===== src/pkg/shp_cfg.svh =====
// ============================================================
// Constants for the stream packet sink: widths, register map, resets.
// Assumes inclusion by shp_pkg, the sink, the source model and the bench; holds definitions and nothing else.
// Functional notes
// - Each end keeps the protocol; the sink does not flag sender faults.
// - Ready asserted in cycle n makes cycle n plus latency a ready cycle.
// - Valid marks each transfer; sink samples all sender signals then.
// - Data is several symbols per beat, each symbol_width_bits wide.
// - Each error bit is one condition; all-zero means clean data.
// - Channel bus comes with a declared highest_channel_number.
// - Symbol zero sits in the most significant bits of data.
// - Without backpressure the sink captures every valid beat.
// - At zero latency a transfer needs ready and valid together.
// - Backpressure exists exactly when ready and a latency are present.
// - Both ends carry start, end and empty signals for packets.
// - Start marker flags first beat; ignored while valid is low.
// - End marker flags last beat; ignored while valid is low.
// - Start and end may share a beat; packets may abut.
// - Empty count is read only on active beats with end marker.
// - Empty symbols are the last ones, the low-order bits.
// - Empty width is log2 of symbols per beat.
// - ready_delay_cycles ranges from zero through eight.
`ifndef SHP_CFG_SVH
`define SHP_CFG_SVH
// ============================================================
// Stream geometry
`define SHP_SYMBOL_W 8
`define SHP_SYMBOLS 4
`define SHP_DATA_W 32
`define SHP_EMPTY_W 2
`define SHP_CHANNEL_W 8
`define SHP_HIGHEST_CHANNEL 8'hFF
`define SHP_ERROR_W 2
`define SHP_LAT_MAX 4'h8
`define SHP_LEN_W 16
// ============================================================
// Register map, byte addresses on the register bus
`define SHP_ADDR_W 5
`define SHP_OFS_CTRL 5'h00
`define SHP_OFS_STATUS 5'h04
`define SHP_OFS_PKT_COUNT 5'h08
`define SHP_OFS_LAST_LEN 5'h0C
`define SHP_OFS_LAST_INFO 5'h10
`define SHP_OFS_LAST_DATA 5'h14
`define SHP_OFS_ERR_COUNT 5'h18
// ============================================================
// Control fields and reset values
`define SHP_CTRL_READY_BIT 0
`define SHP_CTRL_BP_BIT 1
`define SHP_CTRL_LAT_LSB 4
`define SHP_CTRL_CLEAR_BIT 8
`define SHP_RST_READY 1'b1
`define SHP_RST_BP 1'b1
`define SHP_RST_LAT 4'h0
`endif


===== src/pkg/shp_pkg.sv =====
// ============================================================
// Types shared by the stream packet sink.
// Assumes shp_cfg.svh on the include path.
`include "shp_cfg.svh"
package shp_pkg;
  // One beat as the sender presents it
  typedef struct packed {
    logic [`SHP_DATA_W-1:0] data;
    logic [`SHP_CHANNEL_W-1:0] channel;
    logic [`SHP_ERROR_W-1:0] error;
    logic sop;
    logic eop;
    logic [`SHP_EMPTY_W-1:0] empty;
  } shp_beat_type;

  // Packet tracking, Gray order along idle to inside
  typedef enum logic [0:0] {
    SHP_IDLE = 1'b0,
    SHP_IN_PACKET = 1'b1
  } shp_phase_type;

  // All state of the sink in one word
  typedef struct packed {
    logic ctrlReady;
    logic ctrlBp;
    logic [3:0] ctrlLat;
    logic [8:1] readyHist;
    shp_phase_type phase;
    logic [`SHP_LEN_W-1:0] curLen;
    logic [31:0] pktCount;
    logic [31:0] errCount;
    logic [`SHP_LEN_W-1:0] lastLen;
    logic [`SHP_CHANNEL_W-1:0] lastChannel;
    logic [`SHP_ERROR_W-1:0] lastError;
    logic [`SHP_DATA_W-1:0] lastData;
    logic ackPending;
    logic [31:0] readData;
  } shp_state_type;
endpackage


===== src/core/shp_sink.sv =====
// ============================================================
// Stream packet sink: takes beats with packet markers, counts packets
// and symbols, and shows the results on a memory-mapped register bus.
// Assumes one clock, a sender that keeps its side of the protocol and
// a bus master that holds each request until waitrequest is low.
`timescale 1ns/1ps
`include "shp_cfg.svh"
module shp_sink
  import shp_pkg::*;
(
  input wire logic clk,
  input wire logic rst_n,
  // Register bus
  input wire logic [`SHP_ADDR_W-1:0] address,
  input wire logic read,
  input wire logic write,
  input wire logic [31:0] writedata,
  input wire logic [3:0] byteenable,
  output logic [31:0] readdata,
  output logic waitrequest,
  // Stream side
  input wire logic inValid,
  input wire shp_beat_type inBeat,
  output logic outReady
);

  // ============================================================
  // State register and derived signals
  localparam shp_state_type SHP_STATE_RESET = '{
    ctrlReady: `SHP_RST_READY,
    ctrlBp: `SHP_RST_BP,
    ctrlLat: `SHP_RST_LAT,
    phase: SHP_IDLE,
    default: '0
  };

  shp_state_type st_reg;
  shp_state_type st_next;
  logic [3:0] latEff;
  logic readyCycle;
  logic take;
  logic [`SHP_SYMBOL_W-1:0] symbols [0:`SHP_SYMBOLS-1];
  logic [`SHP_DATA_W-1:0] keptData;
  logic [`SHP_LEN_W-1:0] beatSyms;
  logic [`SHP_LEN_W-1:0] pktLen;
  logic busWrite;
  logic clearCounts;
  logic [31:0] readMux;

  // Latency above eight is clamped so the history never overruns
  assign latEff = (st_reg.ctrlLat > `SHP_LAT_MAX) ? `SHP_LAT_MAX :
                  st_reg.ctrlLat;

  // Ready comes straight from a control flop; the sink never stalls
  // internally since each beat only updates counters
  assign outReady = st_reg.ctrlReady;

  // Ready cycle is ready delayed by the latency; zero means same cycle
  assign readyCycle = (latEff == 4'h0) ? outReady :
                      st_reg.readyHist[latEff];

  // Backpressure gating only when the mode is on; valid qualifies all
  // sampling, and nothing counts while reset holds
  assign take = rst_n && inValid &&
                (!st_reg.ctrlBp || readyCycle);

  // ============================================================
  // Symbol split: symbol 0 is the most significant slice
  genvar gi;
  generate
    for (gi = 0; gi < `SHP_SYMBOLS; gi = gi + 1) begin : g_sym
      assign symbols[gi] =
        inBeat.data[`SHP_DATA_W-1-gi*`SHP_SYMBOL_W -: `SHP_SYMBOL_W];
      // Empty symbols are the trailing, low-order ones; zero them
      assign keptData[`SHP_DATA_W-1-gi*`SHP_SYMBOL_W -: `SHP_SYMBOL_W] =
        (inBeat.eop && (gi >= `SHP_SYMBOLS - inBeat.empty)) ?
        {`SHP_SYMBOL_W{1'b0}} : symbols[gi];
    end
  endgenerate

  // Symbols in this beat: empty counts only on end beats
  assign beatSyms = inBeat.eop ?
    `SHP_LEN_W'(`SHP_SYMBOLS) - `SHP_LEN_W'(inBeat.empty) :
    `SHP_LEN_W'(`SHP_SYMBOLS);

  // A start beat restarts the length even mid-packet, as sender rules
  // forbid that case and no fault is flagged for it
  assign pktLen = (inBeat.sop ? `SHP_LEN_W'(0) : st_reg.curLen) +
                  beatSyms;

  // ============================================================
  // Bus decode: one wait cycle, then the answer
  assign waitrequest = (read || write) && !st_reg.ackPending;
  assign busWrite = write && st_reg.ackPending;
  assign clearCounts = busWrite &&
                       (address[4:2] == 3'(`SHP_OFS_CTRL >> 2)) &&
                       byteenable[1] && writedata[`SHP_CTRL_CLEAR_BIT];
  assign readdata = st_reg.readData;

  // Read mux; unmapped addresses answer zero
  always_comb begin
    readMux = 32'h0000_0000;
    case (address[4:2])
      3'(`SHP_OFS_CTRL >> 2): begin
        readMux[`SHP_CTRL_READY_BIT] = st_reg.ctrlReady;
        readMux[`SHP_CTRL_BP_BIT] = st_reg.ctrlBp;
        readMux[`SHP_CTRL_LAT_LSB +: 4] = st_reg.ctrlLat;
      end
      3'(`SHP_OFS_STATUS >> 2): begin
        readMux[0] = (st_reg.phase == SHP_IN_PACKET);
        readMux[1] = readyCycle;
      end
      3'(`SHP_OFS_PKT_COUNT >> 2): begin
        readMux = st_reg.pktCount;
      end
      3'(`SHP_OFS_LAST_LEN >> 2): begin
        readMux[`SHP_LEN_W-1:0] = st_reg.lastLen;
      end
      3'(`SHP_OFS_LAST_INFO >> 2): begin
        readMux[`SHP_CHANNEL_W-1:0] = st_reg.lastChannel;
        readMux[8 +: `SHP_ERROR_W] = st_reg.lastError;
      end
      3'(`SHP_OFS_LAST_DATA >> 2): begin
        readMux = st_reg.lastData;
      end
      3'(`SHP_OFS_ERR_COUNT >> 2): begin
        readMux = st_reg.errCount;
      end
      default: begin
        readMux = 32'h0000_0000;
      end
    endcase
  end

  // ============================================================
  // Next-state logic
  always_comb begin
    st_next = st_reg;
    st_next.readyHist = {st_reg.readyHist[7:1], outReady};
    // Bus handshake: the ack flop holds for one cycle per request
    st_next.ackPending = (read || write) && !st_reg.ackPending;
    if ((read || write) && !st_reg.ackPending) begin
      st_next.readData = readMux;
    end
    // Control writes take effect on the answering edge
    if (busWrite && (address[4:2] == 3'(`SHP_OFS_CTRL >> 2))) begin
      if (byteenable[0]) begin
        st_next.ctrlReady = writedata[`SHP_CTRL_READY_BIT];
        st_next.ctrlBp = writedata[`SHP_CTRL_BP_BIT];
        st_next.ctrlLat = writedata[`SHP_CTRL_LAT_LSB +: 4];
      end
    end
    // Counters: a clear in the same cycle as an event leaves a count
    // of one, so no event is lost
    if (clearCounts) begin
      st_next.pktCount = 32'h0000_0000;
      st_next.errCount = 32'h0000_0000;
    end
    if (take) begin
      st_next.lastChannel = inBeat.channel;
      st_next.lastData = keptData;
      st_next.curLen = pktLen;
      // Nonzero error on any bit marks the beat as faulty
      if (inBeat.error != `SHP_ERROR_W'(0)) begin
        st_next.errCount = (clearCounts ? 32'h0000_0000 :
                            st_reg.errCount) + 32'h0000_0001;
      end
      st_next.lastError = inBeat.error;
      case (st_reg.phase)
        SHP_IDLE: begin
          if (inBeat.sop && !inBeat.eop) begin
            st_next.phase = SHP_IN_PACKET;
          end
        end
        SHP_IN_PACKET: begin
          if (inBeat.eop && !inBeat.sop) begin
            st_next.phase = SHP_IDLE;
          end
        end
        default: begin
          st_next.phase = SHP_IDLE;
        end
      endcase
      // Abutting packets: an end beat followed directly by a start
      if (inBeat.eop) begin
        st_next.phase = SHP_IDLE;
        st_next.lastLen = pktLen;
        st_next.pktCount = (clearCounts ? 32'h0000_0000 :
                            st_reg.pktCount) + 32'h0000_0001;
      end
    end
  end

  // Synchronous reset; state flops load the constant
  always_ff @(posedge clk) begin
    if (!rst_n) begin
      st_reg <= SHP_STATE_RESET;
    end else begin
      st_reg <= st_next;
    end
  end
endmodule


===== config.mk =====
export PLATFORM = sky130hd
export DESIGN_NAME = shp_sink
export DESIGN_NICKNAME = d
export VERILOG_FILES = /design/src/pkg/shp_pkg.sv /design/src/core/shp_sink.sv
export VERILOG_INCLUDE_DIRS = /design/src /design/src/pkg
export SDC_FILE = /design/constraint.sdc
export NUM_CORES = 1
export LEC_CHECK = 0
export BUFFER_PORTS_ARGS = -buffer_cell sky130_fd_sc_hd__clkbuf_2
export CAP_MARGIN = 15
export CORE_UTILIZATION = 40
export DETAILED_ROUTE_END_ITERATION = 8
export RECOVER_POWER = 100
export SYNTH_ARGS = -nofsm -noshare
export SYNTH_HDL_FRONTEND = slang
export SYNTH_SLANG_ARGS = --single-unit

===== constraint.sdc =====
create_clock -name clk -period 3.75 [get_ports clk]
set_input_delay 0 -clock clk [delete_from_list [all_inputs] [get_ports clk]]
set_output_delay 0 -clock clk [all_outputs]
set_load 0.05 [all_outputs]

==> results of run 1 <==
-- cell usage after synthesis (4+ instances only) --
cell | count | share of area [%]
nand4_1 | 21 | 1.4
nor4_1 | 6 | 0.40
o31ai_1 | 38 | 3.0
nor2_1 | 82 | 3.3
and2_1 | 17 | 1.1
a21oi_1 | 96 | 5.1
nand2b_1 | 6 | 0.40
a22o_1 | 16 | 1.5
dfxtp_1 | 186 | 40
ha_1 | 10 | 1.3
a22oi_1 | 9 | 0.72
buf_1 | 6 | 0.24
a221oi_1 | 14 | 1.3
o211ai_1 | 7 | 0.56
a32o_1 | 9 | 0.96
mux2_2 | 16 | 1.9
inv_1 | 12 | 0.48
buf_4 | 33 | 2.6
xnor2_1 | 14 | 1.3
mux2i_1 | 38 | 4.1
or4_1 | 32 | 2.6
nand3_1 | 56 | 3.0
or3_1 | 14 | 0.93
nand2_1 | 100 | 4.0
nor2b_1 | 10 | 0.67
a21o_1 | 5 | 0.40
clkbuf_1 | 60 | 2.4
buf_2 | 10 | 0.53
and3_1 | 11 | 0.73
a211oi_1 | 33 | 2.6
and4_1 | 12 | 1.1
nor3_1 | 27 | 1.4
nand3b_1 | 4 | 0.32
o21ai_0 | 40 | 2.1
-- metrics by stage --
step	utilization, %	power [mW]	hold WS (ps)	setup slack (ps)	std cells
after floorplan	-	2.50	126	1220	1105
after global placement	43.2	2.62	216	869	1422
after detailed placement	43.2	2.63	217	830	1422
after CTS	47.9	4.48	65.1	813	1502
after global routing	47.6	4.61	133	313	1502
final	47.6	4.44	78.1	449	1502
-- cell usage in the layout (no fill, tap or decap), types with 21 or more instances in the layout --
| cell type | Yosys | routed |
|---|---|---|
| mux2i_1 | 38 | 38 |
| clkbuf_1 | 60 | 37 |
| nor3_1 | 27 | 27 |
| dlygate4sd3_1 | 0 | 48 |
| dfxtp_1 | 186 | 186 |
| o31ai_1 | 38 | 38 |
| nor2_1 | 82 | 81 |
| nand2_1 | 100 | 100 |
| a211oi_1 | 33 | 33 |
| clkbuf_2 | 0 | 64 |
| nand4_1 | 21 | 21 |
| a21oi_1 | 96 | 96 |
| nand3_1 | 56 | 56 |
| or4_1 | 32 | 32 |
| o21ai_0 | 40 | 42 |
-- per-layer routing --
| metal | wire (um) | GRT usage (%) | vias up |
|---|---|---|---|
| met1 | 13100 | 31.4 | 4052 |
| met3 | 1160 | 3.37 | 36 |
| met2 | 13100 | 38.7 | 222 |
| met4 | 448 | 6.98 | 0 |
| met5 | 0 | 0 | - |
| li1 | - | - | 4238 |
-- worst min path at each step --
stage	to	slack, ps	start	cells after the start
6_report	st_reg[93]	80	rst_n	4
5_1_grt	st_reg[93]	130	rst_n	4
4_1_cts	st_reg[93]	70	rst_n	4
3_5_place_dp	st_reg[46]	220	inBeat[27]	2
3_3_place_gp	st_reg[46]	220	inBeat[27]	2
2_1_floorplan	st_reg[41]	130	inBeat[22]	1
-- logic make-up (layout without fill, tap and decap cells) --
family,count (synthesis),count (layout),synth area share [%]
simple gates,411,411,22.5
buf+inv,125,209,6.70
xor+xnor,15,15,1.40
flops,186,186,39.7
mux,57,57,6.70
fa+ha+maj,11,11,1.55
compound gates,300,300,21.4
-- cell type report --
| type | instances | area (sq um) | area share (%) |
|---|---|---|---|
| multi-input cells | 794 | 5030 | 46.4 |
| flip-flops and latches | 186 | 3720 | 34.3 |
| repair buffers | 164 | 1050 | 9.70 |
| clock buffers | 17 | 425 | 3.92 |
| well taps | 313 | 392 | 3.61 |
| clock inverters | 15 | 174 | 1.60 |
| inverters | 13 | 48.8 | 0.450 |
-- power by group through the flow --
stage | Combinational, mW | Clock (mW) | Sequential [mW]
2_1_floorplan | 0.380 | 0 | 2.12
3_3_place_gp | 0.488 | 0 | 2.13
3_5_place_dp | 0.493 | 0 | 2.13
4_1_cts | 0.533 | 1.86 | 2.09
5_1_grt | 0.571 | 1.94 | 2.09
6_report | 0.526 | 1.82 | 2.09
-- critical path, stage by stage (launching register included) --
cell and delay [ps]:
dfxtp_1 600, mux2i_1 130, mux4_2 620, a21boi_1 910, nor2_2 170, clkbuf_2 410
a22o_1 340
==> flow_metrics.tcl, run 1 <==
set metrics [dict create \
    n_antenna_cell 0 \
    endpoint "st_reg[46]" \
    cts_buffer_depth 2 \
    rr_endpoint "st_reg[46]" \
    synth_nets 1208 \
    p_leak_nw 3.79 \
    synth_cells 1105 \
    status "finished clean" \
    yosysUniqueCellTypes 61 \
    routed_via_density 5.69 \
    tritoncts "done" \
    routed_wl_um 27800 \
    ys_async_sr_fraction_pct 0 \
    r2r-start "st_reg[182]" \
    drv_cap 0 \
    hpwl_um 19100 \
    drc 0 \
    htreeDepth 4 \
    startpoint_type "flip-flop" \
    finalCriticalPeriod_ps 3300 \
    drtIter0Drc 675 \
    setup_viol 0 \
    tightest_slew_ps 1230 \
    detail-route-antenna-nets 0 \
    root_buffer "clkbuf_16" \
    io_buffers 96 \
    crit_fanout 22 \
    worstSetupStartpoint "st_reg[182]" \
    r2r_setup_slack_ps 450 \
    clockPowerShare_pct 41.1 \
    final_layout_size_suffix_gt1_share_pct 11.7 \
    synth_edf_count 0 \
    power_density_nw_per_um2 409 \
    skew_ps 18.2 \
    grt_pass1_vias 7988 \
    grt_max_degree 52 \
    cts.sink_count 186 \
    reg2reg_depth 6 \
    netSwitchingPower_mw 1.32 \
    swShare_pct 29.7 \
    grt_usage_pct 23.4 \
    p_seq_share_pct 47.0 \
    gr-total-overflow 0 \
    worstPathArrival_ps 3630 \
    start_util_pct 41.2 \
    cts_resized 0 \
    final_area_sq_um 10800 \
    drv_slew 0 \
    timing_hold_violations_final 0 \
    peakVddDrop_uv 300 \
    cts_hold_buf 48 \
    synth_flop_cell "dfxtp_1" \
    internal_power_mw 3.12 \
    postCtsSetupRepairBufs 0 \
    p_comb_share_pct 11.9 \
    num-fill-cells 2250 \
    period_share_pct 88.0 \
    rsz0062_at_grt "false" \
    gp_congestion 0.847 \
    cts_buffers 17 \
    nNetsFinal 1279 \
    drt-wirelength-per-cell_um 18.5 \
    yosys_warnings 0 \
    clk_latency_ps 450 \
    syn-cell-area_sq_um 9370 \
    worstSetupPathType "reg -> reg" \
    fp.coreArea_sq_um 22800 \
    grt_pass1_wl_um 44100 \
    worstPathRequired_ps 4080 \
    setup-tns-final_ps 0 \
    antenna_found_initial 0 \
    slew_headroom_pct 17.1 \
    syn2layout_area_growth_pct 15.7 \
    max_clock_freq_ghz 0.303 \
    clk_pin_slew_worst_paths_ps 80 \
    crit_path_end_kind "flip-flop" \
    io_pins 126 \
    rows 55 \
    num_vias 8548 \
    ys_seq_elements 186 \
    hold_path_class "in -> reg" \
    dieArea_sq_um 24100 \
    die_width_um 155 \
    yosysSeqAreaShare_pct 39.7 \
    dpl_cell_area_sq_um 9830 \
    firstDrtPassIters 5 \
    syn_area_per_cell_sq_um 8.48 \
    largest_register_ffs 146 \
    fp.dieH_um 155 \
]
(Power assumes the default switching activity.)
==> run 2, diff against run 1 <==
REMOVE_ABC_BUFFERS = 1   (was unset)
==> flow_metrics.tcl, run 2 (synthesized netlist as in run 1, its figures left out) <==
set metrics [dict create \
    crit_fanout 16 \
    swShare_pct 27.4 \
    grt_usage_pct 23.7 \
    whs_ps 156 \
    die_width_um 155 \
    finalCriticalPeriod_ps 3200 \
    startpoint_type "flip-flop" \
    htreeDepth 4 \
    worstSetupPathType "reg -> reg" \
    grt_util_met1_pct 32.6 \
    syn2layout_area_growth_pct 15.5 \
    grt_pass1_wl_um 44300 \
    peakVddDrop_uv 231 \
    n_antenna_cell 0 \
    period_share_pct 85.5 \
    clk_pin_slew_worst_paths_ps 70 \
    cts_buffer_depth 2 \
    power.total_mw 4.41 \
    firstDrtPassIters 5 \
    tritoncts "done" \
    drt-wirelength-per-cell_um 18.5 \
    drc 0 \
    grt_util_met3_pct 4.18 \
    antenna_found_initial 0 \
    place_inst 1425 \
    power_density_nw_per_um2 408 \
    cpPeakStageDelay_ps 750 \
    detail-route-antenna-nets 0 \
    p_leak_nw 3.79 \
    tightest_slew_ps 1540 \
    cts_buffers 17 \
    drtIter0Drc 500 \
    gr-total-overflow 0 \
    cts.sink_count 186 \
    routed_via_density 5.68 \
    worstPathArrival_ps 3530 \
    fin_cells 1505 \
    violations "capacitance limit, slew limit" \
    max_clock_freq_ghz 0.312 \
    worstPathRequired_ps 4080 \
    grt_max_degree 52 \
    busiest_layer "met2" \
    num-fill-cells 2253 \
    p_seq_share_pct 47.3 \
    clk_latency_ps 440 \
    setup_viol 0 \
    drv_slew 24 \
    final_cell_mix "dfxtp_1, nand2_1, a21oi_1" \
    root_buffer "clkbuf_16" \
    crit_path_end_kind "flip-flop" \
    start_util_pct 41.2 \
    drv_cap 1 \
    fp.dieH_um 155 \
    final_layout_size_suffix_gt1_share_pct 11.1 \
    grt_pass1_vias 8103 \
    fin_util_pct 47.5 \
    netSwitchingPower_mw 1.21 \
    largest_register_ffs 146 \
    hold_path_class "in -> reg" \
    routed_wl_um 27800 \
    nNetsFinal 1282 \
    final_area_sq_um 10800 \
    dieArea_sq_um 24100 \
    cp_slowest_cell "a21boi_1" \
    timing_hold_violations_final 0 \
    skew_ps 8.73 \
    crit_chain "clkbuf_1, mux2i_1, mux4_2, a21boi_1, nor2_2, clkbuf_2, a32o_1" \
    final_common_cell "dfxtp_1" \
    status "finished, violations left" \
    gp_congestion 0.884 \
    clockPowerShare_pct 40.6 \
    p_comb_share_pct 12.1 \
    io_pins 126 \
    area.sequential_sq_um 3720 \
    fp.coreArea_sq_um 22800 \
    cts_resized 0 \
    dpl_cell_area_sq_um 9850 \
    num_vias 8541 \
    grt_use_met2_pct 37.5 \
    rows 55 \
    slew_headroom_pct -2.76 \
    internal_power_mw 3.20 \
    io_buffers 96 \
    rsz0062_at_grt "false" \
    multi_input_area_sq_um 5020 \
    hpwl_um 19300 \
]
-- run 2: worst paths after layout --
kind / from / to / slack (ps) / cells past startpoint
max: outReady / st_reg[51] / 550 / 7
max reg2reg: outReady / st_reg[51] / 550 / 7
min reg2reg: st_reg[34] / st_reg[34] / 460 / 2
min: inBeat[3] / st_reg[171] / 160 / 3
-- run 2: layout make-up --
class	count	area share, %
clock buffers	19	4.00
clock inverters	13	1.31
inverters	13	0.451
multi-input cells	794	46.4
flip-flops and latches	186	34.4
well taps	313	3.62
repair buffers	167	9.84
-- run 2: timing repair --
item	4_1_cts	5_1_grt
endpoints found under the hold margin	48	0
hold buffers	48	0
buffers inserted	0	0
-- run 2: power groups by stage --
stage | logic [mW] | clock network (mW) | registers (mW)
global route | 0.575 | 1.91 | 2.09
floorplan | 0.214 | 0 | 2.21
global placement | 0.495 | 0 | 2.13
CTS | 0.539 | 1.83 | 2.08
finish | 0.533 | 1.79 | 2.09
detailed placement | 0.498 | 0 | 2.13
-- run 2: per-stage QoR --
step / setup slack [ps] / TNS (ps)
after detailed placement: 967 / 0
after global placement: 1010 / 0
after floorplan: -396 / -9080
after CTS: 944 / 0
after global routing: 387 / 0
final: 545 / 0
-- run 2: critical path, delay by kind of cell, from the launching register on --
kind / cells / cell delay, ps
AO/OA/AOI/OAI: 2 / 1020
AND/OR/NAND/NOR: 1 / 270
flip-flops: 1 / 310
multiplexers: 2 / 750
buffers and inverters: 2 / 740
-- run 2: layer usage --
metal	part of all wire, %	routed length (um)	vias to the layer above
met5	0	0	-
met4	1.7	480	0
met3	5.2	1440	30
met2	45	12600	250
met1	48	13200	4033
li1	-	-	4228
==> run 3, diff against run 2 <==
CTS_BUF_LIST = sky130_fd_sc_hd__clkbuf_4 sky130_fd_sc_hd__clkbuf_8   (was unset)
==> flow_metrics.tcl, run 3 (synthesized netlist as in run 1, its figures left out) <==
set metrics [dict create \
    tritoncts "done" \
    fp.coreArea_sq_um 22800 \
    p_seq_share_pct 52.4 \
    hpwl_um 19300 \
    internal_power_mw 2.83 \
    htreeDepth 4 \
    final_layout_size_suffix_gt1_share_pct 11.3 \
    grt_pass1_wl_um 44300 \
    skew_ps 16.2 \
    syn2layout_area_growth_pct 13.4 \
    cts_buffers 17 \
    setup_viol 0 \
    status "finished, violations left" \
    rows 55 \
    drc 0 \
    cts_resized 0 \
    swShare_pct 28.9 \
    tightest_slew_ps 1550 \
    period_share_pct 85.3 \
    fin_util_pct 46.7 \
    grt_pass1_vias 8085 \
    routed_wl_um 27800 \
    routed_via_density 5.68 \
    preCtsSetupSlack_ps 967 \
    setup-tns-final_ps 0 \
    n_antenna_cell 0 \
    start_util_pct 41.2 \
    num-fill-cells 2275 \
    max_clock_freq_ghz 0.313 \
    clk_pin_slew_worst_paths_ps 100 \
    num_vias 8551 \
    worstSetupPathType "reg -> reg" \
    clk_latency_ps 490 \
    p_leak_nw 3.69 \
    drv_slew 24 \
    cp_slowest_cell "a21boi_1" \
    fp.dieH_um 155 \
    io_pins 126 \
    multi_input_area_sq_um 5020 \
    root_buffer "clkbuf_8" \
    startpoint_type "flip-flop" \
    dpl_cell_area_sq_um 9850 \
    crit_chain "clkbuf_1, mux2i_1, mux4_2, a21boi_1, nor2_2, clkbuf_2, a32o_1" \
    gr-total-overflow 0 \
    finalCriticalPeriod_ps 3200 \
    hold_path_class "in -> reg" \
    drt-wirelength-per-cell_um 18.5 \
    cts_buffer_depth 2 \
    antenna_found_initial 0 \
    io_buffers 96 \
    area.sequential_sq_um 3720 \
    die_width_um 155 \
    violations "capacitance limit, slew limit" \
    cts.sink_count 186 \
    drv_cap 1 \
    p_comb_share_pct 13.4 \
    clockPowerShare_pct 34.2 \
    worstPathRequired_ps 4130 \
    final_common_cell "dfxtp_1" \
    final_area_sq_um 10600 \
    fin_ws_ps 552 \
    netSwitchingPower_mw 1.15 \
    peakVddDrop_uv 200 \
    firstDrtPassIters 5 \
    detail-route-antenna-nets 0 \
    slew_headroom_pct -3.59 \
    rsz0062_at_grt "false" \
    final_cell_mix "dfxtp_1, nand2_1, a21oi_1" \
    grt_usage_pct 23.7 \
    cpPeakStageDelay_ps 750 \
    crit_path_end_kind "flip-flop" \
    grt_max_degree 52 \
    power_density_nw_per_um2 374 \
    nNetsFinal 1282 \
    drtIter0Drc 518 \
    worstPathArrival_ps 3580 \
    crit_fanout 16 \
    dieArea_sq_um 24100 \
    timing_hold_violations_final 0 \
    largest_register_ffs 146 \
    gp_congestion 0.884 \
]
run 3: cell types whose count changed in the layout (fill, tap and decap cells not counted), sizes merged:
cell	delta
clkbuf	+3
buf	-3
run 3: path summary, 6_finish.rpt:
check	from	endpoint	slack (ps)	cells after the start
worst max-delay path	outReady	st_reg[53]	550	7
worst min-delay path	rst_n	st_reg[93]	110	4
worst max register to register	outReady	st_reg[53]	550	7
worst min register to register	st_reg[34]	st_reg[34]	460	2
run 3: stage by stage:
stage / total power [mW] / std cells / hold WS, ps
2_1_floorplan: 2.42 / 993 / 61.9
3_3_place_gp: 2.62 / 1425 / 215
3_5_place_dp: 2.63 / 1425 / 224
4_1_cts: 4.02 / 1505 / 86.5
5_1_grt: 4.14 / 1505 / 139
6_report: 3.98 / 1505 / 110
run 3: timing repair:
item,in CTS,in global routing
hold buffers,48,0
hold endpoints to repair,48,0
buffers inserted,0,0
run 3: cell type report:
cell class / count / share of cell area, %
Multi-Input combinational cell: 794 / 47.2
Sequential cell: 186 / 35.0
Timing Repair Buffer: 167 / 9.91
Tap cell: 313 / 3.68
Clock buffer: 19 / 2.34
Clock inverter: 13 / 1.33
Inverter: 13 / 0.459
run 3: power by group through the flow:
stage	registers [mW]	clock network, mW	logic [mW]
3_3_place_gp	2.13	0	0.495
6_report	2.09	1.36	0.532
4_1_cts	2.08	1.40	0.539
2_1_floorplan	2.21	0	0.214
3_5_place_dp	2.13	0	0.498
5_1_grt	2.09	1.47	0.575
run 3: worst max-delay path, delay by kind of cell (launching register included):
family,cells,cell delay [ps]
AOI/OAI and AO/OA,2,1020
buffers and inverters,2,730
DFF,1,320
muxes,2,750
and+or+nand+nor,1,270
run 3: layer usage:
metal	part of all wire, %	up-vias	track usage [%]
li1	-	4226	-
met1	48	4049	32.8
met2	45	237	37.5
met3	4.8	39	3.45
met4	2.3	0	8.44
met5	0	-	0
